## src/rfa_pkg.sv

```systemverilog
// Package with register addresses, field positions and command codes of the register file addresser.
package rfa_pkg;
  localparam logic [7:0] RFA_ADDR_SLICE_ZERO  = 8'hD6;
  localparam logic [7:0] RFA_ADDR_SLICE_ONE   = 8'hD7;
  localparam logic [7:0] RFA_ADDR_STACK_HIGH  = 8'hD8;
  localparam logic [7:0] RFA_ADDR_STACK_LOW   = 8'hD9;
  localparam logic [7:0] RFA_RESET_SLICE_ZERO = 8'hC0;
  localparam logic [7:0] RFA_RESET_SLICE_ONE  = 8'hC8;
  localparam logic [3:0] RFA_WORKING_NIBBLE   = 4'hC;
  localparam logic [1:0] RFA_SET1_TOP         = 2'h3;
  localparam int         RFA_SLICE_LSB        = 3;
  localparam int         RFA_SELECT_BIT       = 3;
  typedef enum logic [3:0] {
    RFA_OP_NONE     = 4'h0,
    RFA_OP_PUSH     = 4'h1,
    RFA_OP_POP      = 4'h2,
    RFA_OP_CALL     = 4'h3,
    RFA_OP_RET      = 4'h4,
    RFA_OP_INT      = 4'h5,
    RFA_OP_INTERRUPT_RETURN     = 4'h6,
    RFA_OP_UPUSH_I  = 4'h7,
    RFA_OP_UPUSH_D  = 4'h8,
    RFA_OP_UPOP_I   = 4'h9,
    RFA_OP_UPOP_D   = 4'hA
  } rfa_op_type;
  typedef enum logic [2:0] {
    RFA_ST_IDLE = 3'b001,
    RFA_ST_MOVE = 3'b010,
    RFA_ST_DONE = 3'b100
  } rfa_state_type;
endpackage

```

## src/rfa_working_decode.sv

```systemverilog
// Combinational working-register address former for one operand.
`timescale 1ns/10ps
`default_nettype none
module rfa_working_decode
  import rfa_pkg::*;
(
  input  wire logic [7:0] operand,
  input  wire logic       is_short,
  input  wire logic [7:0] slice_zero,
  input  wire logic [7:0] slice_one,
  output logic      [7:0] address,
  output logic            is_working,
  output logic            is_set2_block
);
  logic [7:0] pointer;
  always_comb begin
    pointer       = operand[RFA_SELECT_BIT] ? slice_one : slice_zero;  // see RULE5
    is_working    = is_short || (operand[7:4] == RFA_WORKING_NIBBLE);  // see RULE7
    // Upper five pointer bits joined with the three low operand bits.
    address       = {pointer[7:RFA_SLICE_LSB], operand[2:0]};          // see RULE6 see RULE15
    is_set2_block = !is_working && (operand[7:6] == RFA_SET1_TOP);     // see RULE1
  end
endmodule
`default_nettype wire

```

## src/rfa_register_addresser.sv

```systemverilog
// Register file addressing and stack pointer unit.
// Summary of operation
// RULE1 - Direct register mode reaches everything but set 2, never set 2.
// RULE2 - Word pairs start at even address, high byte even, low byte odd.
// RULE3 - Reset points slice zero to C0H and slice one to C8H.
// RULE4 - Software must reach common area only through working-register addressing.
// RULE5 - Top bit of short operand picks slice pointer zero or one.
// RULE6 - Address is pointer upper five bits joined with operand low three bits.
// RULE7 - Byte operand with upper nibble 1100B is a working-register reference.
// RULE8 - Push decrements before writing; pop reads then increments.
// RULE9 - Stack pointer always addresses the most recently stored entry.
// RULE10 - Call pushes program counter, interrupt pushes counter and flags; returns pop.
// RULE11 - Sixteen-bit stack pointer held as high and low bytes, undefined after reset.
// RULE12 - Low byte carry or borrow propagates into the high byte.
// RULE13 - Software using only the low byte should load FFH, not 00H.
// RULE14 - User stacks anywhere via user push and pop with increment or decrement.
// RULE15 - Low three slice pointer bits are ignored for working addresses.
// RULE16 - Slice pointers sit at D6H and D7H, loadable by load and set-pointers.
`timescale 1ns/10ps
`default_nettype none
module rfa_register_addresser
  import rfa_pkg::*;
#(
  parameter int ADDR_WIDTH = 8
)(
  input  wire logic             clk,
  input  wire logic             rst,
  input  wire logic [7:0]       operand,
  input  wire logic             operand_short,
  input  wire logic             operand_pair,
  input  wire logic             reg_write,
  input  wire logic [7:0]       reg_write_addr,
  input  wire logic [7:0]       reg_write_data,
  input  wire logic             set_slice_pointers,
  input  wire logic [1:0]       set_slice_select,
  input  wire logic [7:0]       set_slice_value,
  input  wire rfa_op_type       stack_op,
  input  wire logic [7:0]       user_pointer,
  output logic [ADDR_WIDTH-1:0] operand_addr,
  output logic                  operand_valid,
  output logic                  operand_fault,
  output logic [7:0]            slice_pointer_zero,
  output logic [7:0]            slice_pointer_one,
  output logic [7:0]            stack_pointer_high_byte,
  output logic [7:0]            stack_pointer_low_byte,
  output logic [7:0]            stack_access_addr,
  output logic                  stack_access_write,
  output logic                  stack_access_read,
  output logic [1:0]            stack_access_bytes,
  output logic [7:0]            user_pointer_next,
  output logic                  user_access_valid,
  output logic [7:0]            user_access_addr
);
  logic [7:0]  work_addr;
  logic        work_hit;
  logic        set2_hit;
  logic [7:0]  next_slice_pointer_zero;
  logic [7:0]  next_slice_pointer_one;
  logic [15:0] stack_pointer_word;
  logic [15:0] next_stack_word;
  logic [7:0]  next_operand_addr;
  logic        next_operand_valid;
  logic        next_operand_fault;
  logic [7:0]  next_stack_access_addr;
  logic        next_stack_access_write;
  logic        next_stack_access_read;
  logic [1:0]  next_stack_access_bytes;
  logic [7:0]  next_user_pointer_next;
  logic [7:0]  next_user_access_addr;
  logic        next_user_access_valid;
  logic        stack_write_high;
  logic        stack_write_low;

  function automatic logic [1:0] op_bytes(input rfa_op_type op);
    case (op)
      RFA_OP_PUSH, RFA_OP_POP:  op_bytes = 2'h1;
      RFA_OP_CALL, RFA_OP_RET:  op_bytes = 2'h2;
      RFA_OP_INT,  RFA_OP_INTERRUPT_RETURN: op_bytes = 2'h3;
      default:                  op_bytes = 2'h0;
    endcase
  endfunction

  rfa_working_decode u_decode (
    .operand       (operand),
    .is_short      (operand_short),
    .slice_zero    (slice_pointer_zero),
    .slice_one     (slice_pointer_one),
    .address       (work_addr),
    .is_working    (work_hit),
    .is_set2_block (set2_hit)
  );

  assign stack_pointer_word = {stack_pointer_high_byte, stack_pointer_low_byte};

  // Operand address formation.
  always_comb begin
    next_operand_addr  = work_hit ? work_addr : operand;                  // see RULE1
    next_operand_fault = 1'b0;
    if (operand_pair && next_operand_addr[0]) begin
      next_operand_fault = 1'b1;                                          // see RULE2
    end
    next_operand_valid = !next_operand_fault;
  end

  // Slice pointer loading.
  always_comb begin
    next_slice_pointer_zero = slice_pointer_zero;
    next_slice_pointer_one  = slice_pointer_one;
    if (reg_write && reg_write_addr == RFA_ADDR_SLICE_ZERO) begin
      next_slice_pointer_zero = reg_write_data;                           // see RULE16
    end
    if (reg_write && reg_write_addr == RFA_ADDR_SLICE_ONE) begin
      next_slice_pointer_one = reg_write_data;                            // see RULE16
    end
    if (set_slice_pointers && set_slice_select[0]) begin
      next_slice_pointer_zero = set_slice_value;                          // see RULE16
    end
    if (set_slice_pointers && set_slice_select[1]) begin
      next_slice_pointer_one = set_slice_value;                           // see RULE16
    end
  end

  // Stack pointer arithmetic and stack access addresses.
  always_comb begin
    stack_write_high        = reg_write && reg_write_addr == RFA_ADDR_STACK_HIGH;
    stack_write_low         = reg_write && reg_write_addr == RFA_ADDR_STACK_LOW;
    next_stack_word         = stack_pointer_word;
    next_stack_access_addr  = stack_pointer_low_byte;
    next_stack_access_write = 1'b0;
    next_stack_access_read  = 1'b0;
    next_stack_access_bytes = op_bytes(stack_op);
    next_user_pointer_next  = user_pointer;
    next_user_access_addr   = user_pointer;
    next_user_access_valid  = 1'b0;
    case (stack_op)
      RFA_OP_PUSH, RFA_OP_CALL, RFA_OP_INT: begin
        // Decrement first; the new top is the written entry.
        next_stack_word = stack_pointer_word - {14'h0000, op_bytes(stack_op)};  // see RULE8 see RULE12
        next_stack_access_addr  = next_stack_word[7:0];                   // see RULE9 see RULE10
        next_stack_access_write = 1'b1;
      end
      RFA_OP_POP, RFA_OP_RET, RFA_OP_INTERRUPT_RETURN: begin
        next_stack_word = stack_pointer_word + {14'h0000, op_bytes(stack_op)};  // see RULE8 see RULE12
        next_stack_access_addr = stack_pointer_low_byte;                  // see RULE9 see RULE10
        next_stack_access_read = 1'b1;
      end
      RFA_OP_UPUSH_I: begin
        next_user_pointer_next = user_pointer + 8'h01;                    // see RULE14
        next_user_access_addr  = next_user_pointer_next;
        next_user_access_valid = 1'b1;
      end
      RFA_OP_UPUSH_D: begin
        next_user_pointer_next = user_pointer - 8'h01;                    // see RULE14
        next_user_access_addr  = next_user_pointer_next;
        next_user_access_valid = 1'b1;
      end
      RFA_OP_UPOP_I: begin
        next_user_pointer_next = user_pointer + 8'h01;                    // see RULE14
        next_user_access_valid = 1'b1;
      end
      RFA_OP_UPOP_D: begin
        next_user_pointer_next = user_pointer - 8'h01;                    // see RULE14
        next_user_access_valid = 1'b1;
      end
      default: begin
        next_stack_access_bytes = 2'h0;
      end
    endcase
    if (stack_write_high) begin
      next_stack_word[15:8] = reg_write_data;                             // see RULE11
    end
    if (stack_write_low) begin
      next_stack_word[7:0] = reg_write_data;                              // see RULE11
    end
  end

  always_ff @(posedge clk or posedge rst) begin
    if (rst) begin
      slice_pointer_zero <= RFA_RESET_SLICE_ZERO;                         // see RULE3
      slice_pointer_one  <= RFA_RESET_SLICE_ONE;                          // see RULE3
      operand_addr       <= '0;
      operand_valid      <= 1'b0;
      operand_fault      <= 1'b0;
      stack_access_addr  <= 8'h00;
      stack_access_write <= 1'b0;
      stack_access_read  <= 1'b0;
      stack_access_bytes <= 2'h0;
      user_pointer_next  <= 8'h00;
      user_access_addr   <= 8'h00;
      user_access_valid  <= 1'b0;
    end else begin
      slice_pointer_zero <= next_slice_pointer_zero;
      slice_pointer_one  <= next_slice_pointer_one;
      operand_addr       <= ADDR_WIDTH'(next_operand_addr);
      operand_valid      <= next_operand_valid;
      operand_fault      <= next_operand_fault;
      stack_access_addr  <= next_stack_access_addr;
      stack_access_write <= next_stack_access_write;
      stack_access_read  <= next_stack_access_read;
      stack_access_bytes <= next_stack_access_bytes;
      user_pointer_next  <= next_user_pointer_next;
      user_access_addr   <= next_user_access_addr;
      user_access_valid  <= next_user_access_valid;
    end
  end

  // The stack pointer has no reset value.
  always_ff @(posedge clk) begin
    stack_pointer_high_byte <= next_stack_word[15:8];                     // see RULE11
    stack_pointer_low_byte  <= next_stack_word[7:0];
  end

  slice_reset_a: assert property (@(posedge clk) $fell(rst) |->  // see RULE3
    slice_pointer_zero == RFA_RESET_SLICE_ZERO && slice_pointer_one == RFA_RESET_SLICE_ONE)
    else $error("Slice pointers not at common area after reset.");
  push_decrement_a: assert property (@(posedge clk) disable iff (rst)  // see RULE8
    stack_op == RFA_OP_PUSH && !reg_write |=>
    stack_pointer_word == $past(stack_pointer_word) - 16'h0001 && stack_access_write
    && stack_access_addr == stack_pointer_low_byte)
    else $error("Push did not predecrement.");
  pop_increment_a: assert property (@(posedge clk) disable iff (rst)  // see RULE8
    stack_op == RFA_OP_POP && !reg_write |=>
    stack_pointer_word == $past(stack_pointer_word) + 16'h0001
    && stack_access_addr == $past(stack_pointer_low_byte))
    else $error("Pop did not read then increment.");
  carry_high_a: assert property (@(posedge clk) disable iff (rst)  // see RULE12
    stack_op == RFA_OP_POP && !reg_write && stack_pointer_low_byte == 8'hFF |=>
    stack_pointer_high_byte == $past(stack_pointer_high_byte) + 8'h01)
    else $error("Carry missed high byte.");
  short_zero_a: assert property (@(posedge clk) disable iff (rst)  // see RULE5
    operand_short && !operand[3] && !operand_pair |=>
    operand_addr == {$past(slice_pointer_zero[7:3]), $past(operand[2:0])})
    else $error("Short operand address wrong.");
  long_work_a: assert property (@(posedge clk) disable iff (rst)  // see RULE7
    !operand_short && operand[7:4] == RFA_WORKING_NIBBLE && operand[3] && !operand_pair |=>
    operand_addr == {$past(slice_pointer_one[7:3]), $past(operand[2:0])})
    else $error("Working byte operand address wrong.");
  direct_pass_a: assert property (@(posedge clk) disable iff (rst)  // see RULE1
    !operand_short && operand[7:4] != RFA_WORKING_NIBBLE && !operand_pair |=>
    operand_addr == $past(operand))
    else $error("Direct operand altered.");
  set1_direct_a: assert property (@(posedge clk) disable iff (rst)  // see RULE1
    set2_hit && !operand_pair |=> operand_addr == $past(operand) && operand_valid)
    else $error("Direct set 1 operand was redirected.");
  pair_even_a: assert property (@(posedge clk) disable iff (rst)  // see RULE2
    operand_valid |-> !$past(operand_pair) || !operand_addr[0])
    else $error("Odd pair accepted.");
  call_two_a: assert property (@(posedge clk) disable iff (rst)  // see RULE10
    stack_op == RFA_OP_CALL |=> stack_access_bytes == 2'h2 && stack_access_write)
    else $error("Call does not push two bytes.");
  srp_load_a: assert property (@(posedge clk) disable iff (rst)  // see RULE16
    set_slice_pointers && set_slice_select == 2'b01 |=>
    slice_pointer_zero == $past(set_slice_value))
    else $error("Set pointer load failed.");
  push_c: cover property (@(posedge clk) disable iff (rst) stack_op == RFA_OP_PUSH ##1
    stack_op == RFA_OP_POP);
  int_c: cover property (@(posedge clk) disable iff (rst) stack_op == RFA_OP_INT);
  work_c: cover property (@(posedge clk) disable iff (rst) work_hit && !operand_short);
  user_c: cover property (@(posedge clk) disable iff (rst) stack_op == RFA_OP_UPUSH_D);
endmodule
`default_nettype wire

```

## config.mk

```make
export PLATFORM = sky130hd
export DESIGN_NAME = rfa_register_addresser
export DESIGN_NICKNAME = d
export VERILOG_FILES = /design/src/rfa_pkg.sv /design/src/rfa_working_decode.sv /design/src/rfa_register_addresser.sv
export SDC_FILE = /design/constraint.sdc
export NUM_CORES = 1
export LEC_CHECK = 0
export BUFFER_PORTS_ARGS = -buffer_cell sky130_fd_sc_hd__buf_2
export CAP_MARGIN = 30
export CORE_MARGIN = 2
export CORE_UTILIZATION = 40
export CTS_CLUSTER_DIAMETER = 200
export CTS_CLUSTER_SIZE = 20
export DETAILED_ROUTE_END_ITERATION = 6
export MAX_ROUTING_LAYER = met4
export PLACE_DENSITY = 0.64
export SLEW_MARGIN = 20
export SYNTH_ARGS = -nofsm -noshare
export SYNTH_HDL_FRONTEND = slang
export SYNTH_SLANG_ARGS = --single-unit
```

## constraint.sdc

```tcl
create_clock -name clk -period 6.55 [get_ports clk]
set_input_delay 0.655 -clock clk [delete_from_list [all_inputs] [get_ports clk]]
set_output_delay 0.655 -clock clk [all_outputs]
set_load 0.1 [all_outputs]
```

# [Word level (Yosys, flattened, before mapping)]
# Index checks and enable logic that the tools add are counted.
[classes] reduce_logical=22 add_sub_neg=4 mux=20 n_eq_ne=15
[op_table] op="$mux W8" count=9
[op_table] op="$eq A8 B8 Y1 const B" count=4
[op_table] op="$pmux W16 S2" count=1
[op_table] op="$pmux W8 S2" count=2
[op_table] op="$add A16 B2 Y16" count=1
[op_table] op="$eq A4 B3 Y1 const B" count=4
[op_table] op="$eq A4 B4 Y1 const B" count=4
[op_table] op="$sub A16 B2 Y16" count=1
[op_table] op="$reduce_or A10 Y1" count=1
[op_table] op="$reduce_or A2 Y1" count=5
[op_table] op="$add A8 B1 Y8 const B" count=1
[op_table] op="$eq A4 B2 Y1 const B" count=2
[op_table] op="$sub A8 B1 Y8 const B" count=1
[op_table] op="$logic_and A1 B1 Y1" count=7
[op_table] op="$mux W2" count=3
[op_table] op="$pmux W2 S3" count=1
[op_table] op="$reduce_bool A3 Y1" count=2
[op_table] op="$reduce_or A3 Y1" count=2
[op_table] op="$eq A4 B1 Y1 const B" count=1
[op_table] op="$mux W1" count=4
[op_table] op="$reduce_bool A2 Y1" count=2
[op_table] op="$reduce_or A4 Y1" count=1
[op_table] op="$logic_not A1 Y1" count=1
[op_table] op="$logic_or A1 B1 Y1" count=1
[word_totals] elab_cells=75 register_bits=71 output_inout_bits=71

# [Logic depth before layout (Yosys ltp)]
# Gate-level depths: netlist of the first run.
[depth] word_depth=7 depth_mapped=11 depth_no_buf=10

# [Modules after synthesis]
# A second synthesis of the first run with hierarchy kept.
[unflattened] hier_cells=394 area_unflattened_um2=3965.1
[modules_own_cells] mod="rfa_register_addresser" seq_area_each_um2=1863.0 cells_per_inst=382 area_per_inst_um2=3865.0 n_inst=1
[modules_own_cells] mod="rfa_working_decode" seq_area_each_um2=0.0 cells_per_inst=12 area_per_inst_um2=100.1 n_inst=1

# [Least setup slack after synthesis of the first run]
# No wires, ideal clock.
[synth_timing] kind="input-to-reg" start="input port stack_op[0]" end="register stack_pointer_high_byte[4] (data pin)" setup_time_ns=0.152 arrival_time_ns=3.048 cell_stages=11 setup_slack_ns=3.351 path_cell_list="clkbuf_1 nand2_1 xor2_1 nor2_1 inv_1 fa_1 or2_2 a2111oi_2 a21oi_1 or3_1 a31oi_1"
[synth_via] elab_chain_cells=7
[synth_lines] item="from (decl)" line="rfa_register_addresser.sv:37" source="input wire rfa_op_type stack_op,"
[synth_lines] item="$eq A4 B3 Y1, or another cell as far along" line="rfa_register_addresser.sv:75, rfa_register_addresser.sv:135"
[synth_lines] item="$reduce_or A2 Y1" line="rfa_register_addresser.sv:75" source="case (op)"
[synth_lines] item="$pmux W2 S3" line="rfa_register_addresser.sv:75"
[synth_lines] item="$mux W2" line="rfa_register_addresser.sv:135" source="case (stack_op)"
[synth_lines] item="$add A16 B2 Y16 / $sub A16 B2 Y16 (equally long branches)" line="rfa_register_addresser.sv:143, rfa_register_addresser.sv:138"
[synth_lines] item="$pmux W16 S2 (*)" line="rfa_register_addresser.sv:135"
[synth_lines] item="$mux W8 (*)" line="rfa_register_addresser.sv:169" source="if (stack_write_high) begin"
[synth_lines] item="named net next_stack_word[12]" line="rfa_register_addresser.sv:60" source="logic [15:0] next_stack_word;"
[synth_lines] item="to (signal assigned)" line="rfa_register_addresser.sv:209" source="stack_pointer_high_byte <= next_stack_word[15:8];"
[synth_lines] item="to (decl)" line="rfa_register_addresser.sv:44" source="output logic [7:0] stack_pointer_high_byte,"
# The timed path passes the listed nets; every way through them passes the cells marked *. The select of a mux whose other input is x is not followed.
# A chain may end at the register's enable or synchronous reset.

# [Worst setup path after layout of the first run]
# Same ends and word-level chain as after synthesis.

==> results of run 1 <==
-- kinds of logic after synthesis --
kind of cell,count (synthesis),share of synthesized area [%]
XOR/XNOR,29,6.54
adder cells (fa/ha/maj),8,2.97
AO/OA/AOI/OAI,89,14.9
multiplexers,23,5.96
AND/OR/NAND/NOR,145,18.1
buffers and inverters,34,3.55
flip-flops,71,48.0
-- final timing paths --
kind	start	end	slack (ns)	cells after the start
setup / recovery	stack_op[0]	stack_pointer_high_byte[4]$_DFFE_PP_	3.55	11
max in group asynchronous	rst	stack_access_addr[1]$_DFF_PP0_	5.59	3
hold reg to reg	slice_pointer_one[7]$_DFFE_PP1P_	slice_pointer_one[7]$_DFFE_PP1P_	0.52	2
min in group asynchronous	rst	operand_valid$_DFF_PP0_	0.50	3
setup reg to reg	stack_pointer_low_byte[0]$_DFFE_PP_	stack_pointer_high_byte[4]$_DFFE_PP_	3.81	9
hold / removal	operand[1]	operand_addr[1]$_DFF_PP0_	0.42	1
-- synth_stat cells (all sizes together), types with 4 or more instances --
library cell | count | area, um^2
nor4 | 5 | 31.3
inv | 13 | 48.8
dfstp | 5 | 131
dfrtp | 50 | 1250
edfxtp | 16 | 480
or2 | 5 | 31.3
nand2 | 35 | 131
xor2 | 10 | 87.6
nand4 | 4 | 25.0
o21ai | 23 | 115
buf | 4 | 25.0
and3 | 5 | 31.3
a21oi | 28 | 140
o22ai | 5 | 31.3
mux2i | 22 | 220
clkbuf | 17 | 63.8
nand3 | 10 | 50.1
nand2b | 5 | 31.3
xnor2 | 19 | 166
a31oi | 7 | 43.8
ha | 6 | 75.1
or4 | 5 | 41.3
nor2 | 45 | 169
a211oi | 5 | 37.5
nor3 | 13 | 65.1
-- report_power, final --
group          switching [uW]  internal, uW  total [uW]
Combinational             425          90.8         516
Sequential               33.6           502         535
Clock                     176           138         315
-- state kept, by name, indices dropped and copies added (netlist names), 2 cells and up --
| register | flops |
|---|---|
| user_access_addr | 8 |
| stack_access_bytes | 2 |
| stack_access_addr | 8 |
| slice_pointer_zero | 8 |
| slice_pointer_one | 8 |
| operand_addr | 8 |
| stack_pointer_low_byte | 8 |
| user_pointer_next | 8 |
| stack_pointer_high_byte | 8 |
-- per-layer routing --
metal	track usage, %	up-vias	part of all wire [%]
li1	-	1660	-
met1	27.4	1640	42
met2	35.0	145	50
met3	3.80	17	6.7
met4	6.67	0	1.3
met5	-	-	0
-- stage by stage --
| step | setup slack, ns | power [uW] |
|---|---|---|
| final | 3.55 | 1370 |
| after global routing | 3.30 | 1420 |
| after CTS | 3.57 | 1380 |
| after detailed placement | 3.21 | 1060 |
| after global placement | 3.32 | 1060 |
| after floorplan | 3.35 | 959 |
-- worst max-delay path: stages --
cell	delay, ns
buf_2	0.16
xnor2_1	0.15
nor2_1	0.14
ha_1	0.20
inv_1	0.06
fa_1	0.42
or2_2	0.34
a2111oi_2	0.40
a21oi_1	0.10
or3_1	0.37
a31oi_1	0.18
-- area by class of cell --
class	count	area (um^2)	area share (%)
timing repair buffer	127	648	13.6
multi-input combinational	294	1880	39.4
clock buffer	9	124	2.60
sequential	71	1860	39.0
inverter	13	48.8	1.02
tap	129	161	3.38
clock inverter	7	47.5	0.996
==> run metrics, run 1 <==
fraction of layout cells with a size suffix above 1 30.9%; Worst-Skew Late Latency 0.34 ns; quantity of I/O buffers inserted on ports 122; Achievable Freq 0.333 GHz; crit end category flip-flop; nets@finish 576; RePlAce Congestion 0.932; Setup Buffers After CTS 0; IO Count 123; DP Cell Count 632; DP Area 4590 um^2; fillers 900; Pleak 0.00212 uW; Die Wd 103 um; Final setup viols 0; DRT antenna net count 0; largest net degree at the start of global routing 56; Min Hold Slack 0.420 ns; TritonCTS clock tree done; Synth-to-Final Area Change 23.0%; Syn Inst Count 399; Post-synth EDFFs 16; Final Cycle Share 45.8%; Starting DRT DRC Count 194; global-route wire length before repair 17100 um; initial antenna violation count 0; row count 35; syn_nets 459; Netlist Area Pre-Place 3880 um^2; Die Area 10500 um^2; Layout Skew 0.00769 ns; Warnings, synthesis 0; per-cell routed wire length 16.3 um; post-layout util 51.2%; RSZ-0062 raised after global routing false; synthesized flop and latch total 71; CP Launch Type primary input; CTS max path bufs 2; crit path kind primary input to flip-flop; initial core utilization 41.6%; via count 3462; Async S/R FF share, synth 77.5%; Tightest Hold Check Type primary input to flip-flop; Clock transition at path regs 0.08 ns; synth unique cells 56; cell area power density 286 nW/um^2; Final Non-Filler Cells 650; total global-route track usage 21.5%; Setup TNS 0 ns; Primary FF master, synth dfrtp_1; # diodes 0; normalized max-slew margin 50.3%; WL final 10600 um; total gr overflow 0; Root Buffer clkbuf_8; commonest non-fill, non-tap cell in the layout buf_2; Worst Path Required 6.73 ns; CTS Sinks 71; Worst IR Drop VDD 0.000133 V; DRC violations left 0; # resized after CTS 0; total core area 9330 um^2; routed vias/inst 5.33; Max Cap Viol 0; die height 103 um; most frequent cells in the layout buf_2 (122), dfrtp_1 (50), nor2_1 (45); vias in the first global route 3408; Num CTS Buffers 9; HPWL Detailed 7930 um; design area 4770 um^2; Critical Path Fanout Max 11; Slew @ Worst Pin 0.743 ns; drt pass-1 iters 5; Hold Fails Final Rpt 0; Hold Buf Count CTS 0; sequential-to-total area share from yosys stat 48.0%; Slew Limit Fails 0; crit path time final 3.00 ns; CP Data Arrival Time 3.18 ns; Mapped Avg Cell Area 9.73 um^2; status finished, final reports clean; H-tree levels 3
Power figures use the tool's default switching activity.
==> inputs of run 2 (changes only) <==
==> constraint.sdc (replaced) <==
create_clock -name clk -period 2.8 [get_ports clk]
set_input_delay 0.28 -clock clk [delete_from_list [all_inputs] [get_ports clk]]
set_output_delay 0.28 -clock clk [all_outputs]
set_load 0.1 [all_outputs]
==> run 2 against run 1 <==
  * Routed wire length increased by 1.8%
  * Setup slack got worse by 3.3 ns
  * Flip-flop and latch count unchanged
  * Critical path depth decreased by 2
  * Worst hold slack got worse by 0.38 ns
  * Die area unchanged
  * Total power increased by 140%
  * Highest routed layer unchanged
==> run metrics, run 2 (synthesis gave the netlist of run 1 again) <==
Final Cycle Share 89.8%; RePlAce Congestion 0.920 (-1.3%); HPWL Detailed 8070 um (+1.8%); largest net degree at the start of global routing 56 (unchanged); Die Wd 103 um (unchanged); global-route wire length before repair 17000 um (-0.40%); Die Area 10500 um^2 (unchanged); die height 103 um (unchanged); total gr overflow 0 (unchanged); cell area power density 662 nW/um^2 (+130%); Psw 1510 uW (+140%); Max Cap Viol 0 (unchanged); Worst Path Required 2.99 ns (-3.74 ns); Critical Path Fanout Max 4 (-7); Slew Limit Fails 0 (unchanged); row count 35 (unchanged); vias in the first global route 3478 (+2.1%); CP peak stage delay 0.45 ns (+0.03 ns); via count 3543 (+2.3%); Hold Buf Count CTS 1 (+1); total core area 9330 um^2 (unchanged); Setup TNS 0 ns (unchanged); design area 4900 um^2 (+2.7%); Root Buffer clkbuf_8; drt pass-1 iters 4 (-1); CP Data Arrival Time 2.70 ns (-0.48 ns); WL final 10800 um (+1.8%); post-layout util 52.5% (+1.4 points); CP Launch Type flip-flop; Hold Fails Final Rpt 0 (unchanged); Synth-to-Final Area Change 26.3%; DRC violations left 0 (unchanged); H-tree levels 3 (unchanged); Worst-Skew Late Latency 0.34 ns (about the same); Pint 1730 uW (+140%); Switching Fraction 46.6% (+0.10 points); sequential power share 38.1% (-1.1 points); Pleak 0.00218 uW (+2.5%); TritonCTS clock tree done; Slew @ Worst Pin 0.848 ns (+0.105 ns); Starting DRT DRC Count 108 (-44%); DP Area 4710 um^2 (+2.7%); family with the most delay on the worst path simple AND/OR/NAND/NOR gates; crit-path cells inv_1, ha_1, inv_1, fa_2, or2_4, a2111oi_4, a21oi_1, or3_1, a31oi_1; nets@finish 587 (+1.9%); normalized max-slew margin 43.3% (-7.0 points); Clock Power Share 23.6% (+0.6 points); per-cell routed wire length 16.3 um (about the same); Worst IR Drop VDD 0.000359 V (+170%); quantity of I/O buffers inserted on ports 122 (unchanged); Setup Buffers After CTS 0 (unchanged); routed vias/inst 5.36 (+0.64%); status finished, final reports clean; initial antenna violation count 0 (unchanged); # diodes 0 (unchanged); IO Count 123 (unchanged); FF-to-FF setup slack 0.29 ns (-3.52 ns); Tightest Hold Check Type primary input to flip-flop; crit path kind flip-flop to flip-flop; Achievable Freq 0.398 GHz; CTS Sinks 71 (unchanged); RSZ-0062 raised after global routing false; commonest non-fill, non-tap cell in the layout buf_2; Clock transition at path regs 0.09 ns (about the same); Comb pwr share 38.3% (+0.5 points); CTS max path bufs 2 (unchanged); crit path time final 2.51 ns; fillers 872 (-3.1%); # resized after CTS 0 (unchanged); crit end category flip-flop; DRT antenna net count 0 (unchanged); initial core utilization 41.6% (unchanged); Final setup viols 0 (unchanged); most frequent cells in the layout buf_2 (122), dfrtp_1 (50), nor2_1 (45); Critical-path top delay cell edfxtp_1; total global-route track usage 21.7% (+0.21 points); CP bufs+invs 2 (unchanged); Num CTS Buffers 9 (unchanged); CP dominant cell by count inv_1; Layout Skew 0.00743 ns (-0.000252 ns); fraction of layout cells with a size suffix above 1 32.5% (+1.6 points)
## run 2: cell count changes in the layout (fill, tap and decap cells not counted), moves of 2 or more
cell | previous run | this run
clkinvlp_4 | 0 | 2
clkinv_2 | 3 | 1
clkinv_4 | 2 | 0
buf_4 | 5 | 14
## run 2: per-stage QoR
stage / cells / worst slack [ns] / hold slack (ns) / total power (uW)
2_1_floorplan: 399 / 0.000890 / 0.311 / 2250
3_3_place_gp: 644 / 0.136 / 0.348 / 2490
3_5_place_dp: 644 / 0.0475 / 0.359 / 2500
4_1_cts: 661 / 0.280 / 0.0303 / 3270
5_1_grt: 661 / 0.126 / 0.0300 / 3370
6_report: 661 / 0.285 / 0.0449 / 3250
## run 2: power groups by stage
stage,Combinational [uW],Clock [uW],Sequential (uW)
2_1_floorplan,265,0,1980
3_3_place_gp,1240,0,1260
3_5_place_dp,1250,0,1260
4_1_cts,1250,784,1240
5_1_grt,1300,822,1250
6_report,1240,767,1240
## run 2: layout make-up
| class | instances | area, um^2 | share of cell area (%) |
|---|---|---|---|
| clock buffers | 9 | 124 | 2.53 |
| clock inverters | 7 | 55.1 | 1.12 |
| inverters | 13 | 48.8 | 0.996 |
| multi-input cells | 294 | 1900 | 38.8 |
| flip-flops and latches | 71 | 1860 | 38.0 |
| well taps | 129 | 161 | 3.29 |
| repair buffers | 138 | 746 | 15.2 |
## run 2: path summary, 6_finish.rpt
kind / start / endpoint / cells after the start
min reg2reg: slice_pointer_one[3]$_DFFE_PP1P_ / slice_pointer_one[3]$_DFFE_PP1P_ / 2
max in group asynchronous: rst / slice_pointer_one[3]$_DFFE_PP1P_ / 4
max: stack_pointer_low_byte[0]$_DFFE_PP_ / stack_pointer_high_byte[4]$_DFFE_PP_ / 9
max reg2reg: stack_pointer_low_byte[0]$_DFFE_PP_ / stack_pointer_high_byte[4]$_DFFE_PP_ / 9
min: operand[1] / operand_addr[1]$_DFF_PP0_ / 1
min in group asynchronous: rst / operand_fault$_DFF_PP0_ / 4
## run 2: worst register-to-register path, stage by stage, from the launching register on
cell and delay, ns:
edfxtp_1 0.45, inv_1 0.09, ha_1 0.16, inv_1 0.06, fa_2 0.37, or2_4 0.28, a2111oi_4 0.34, a21oi_1 0.09
or3_1 0.37, a31oi_1 0.17
## run 2: metal layers
metal | share of wire, % | wire length [um] | GRT usage [%] | vias up
met1 | 42 | 4540 | 27.8 | 1707
met4 | 1.7 | 188 | 9.44 | 0
met5 | 0 | 0 | - | -
li1 | - | - | - | 1681
met3 | 6.5 | 703 | 3.93 | 17
met2 | 50 | 5340 | 33.8 | 138
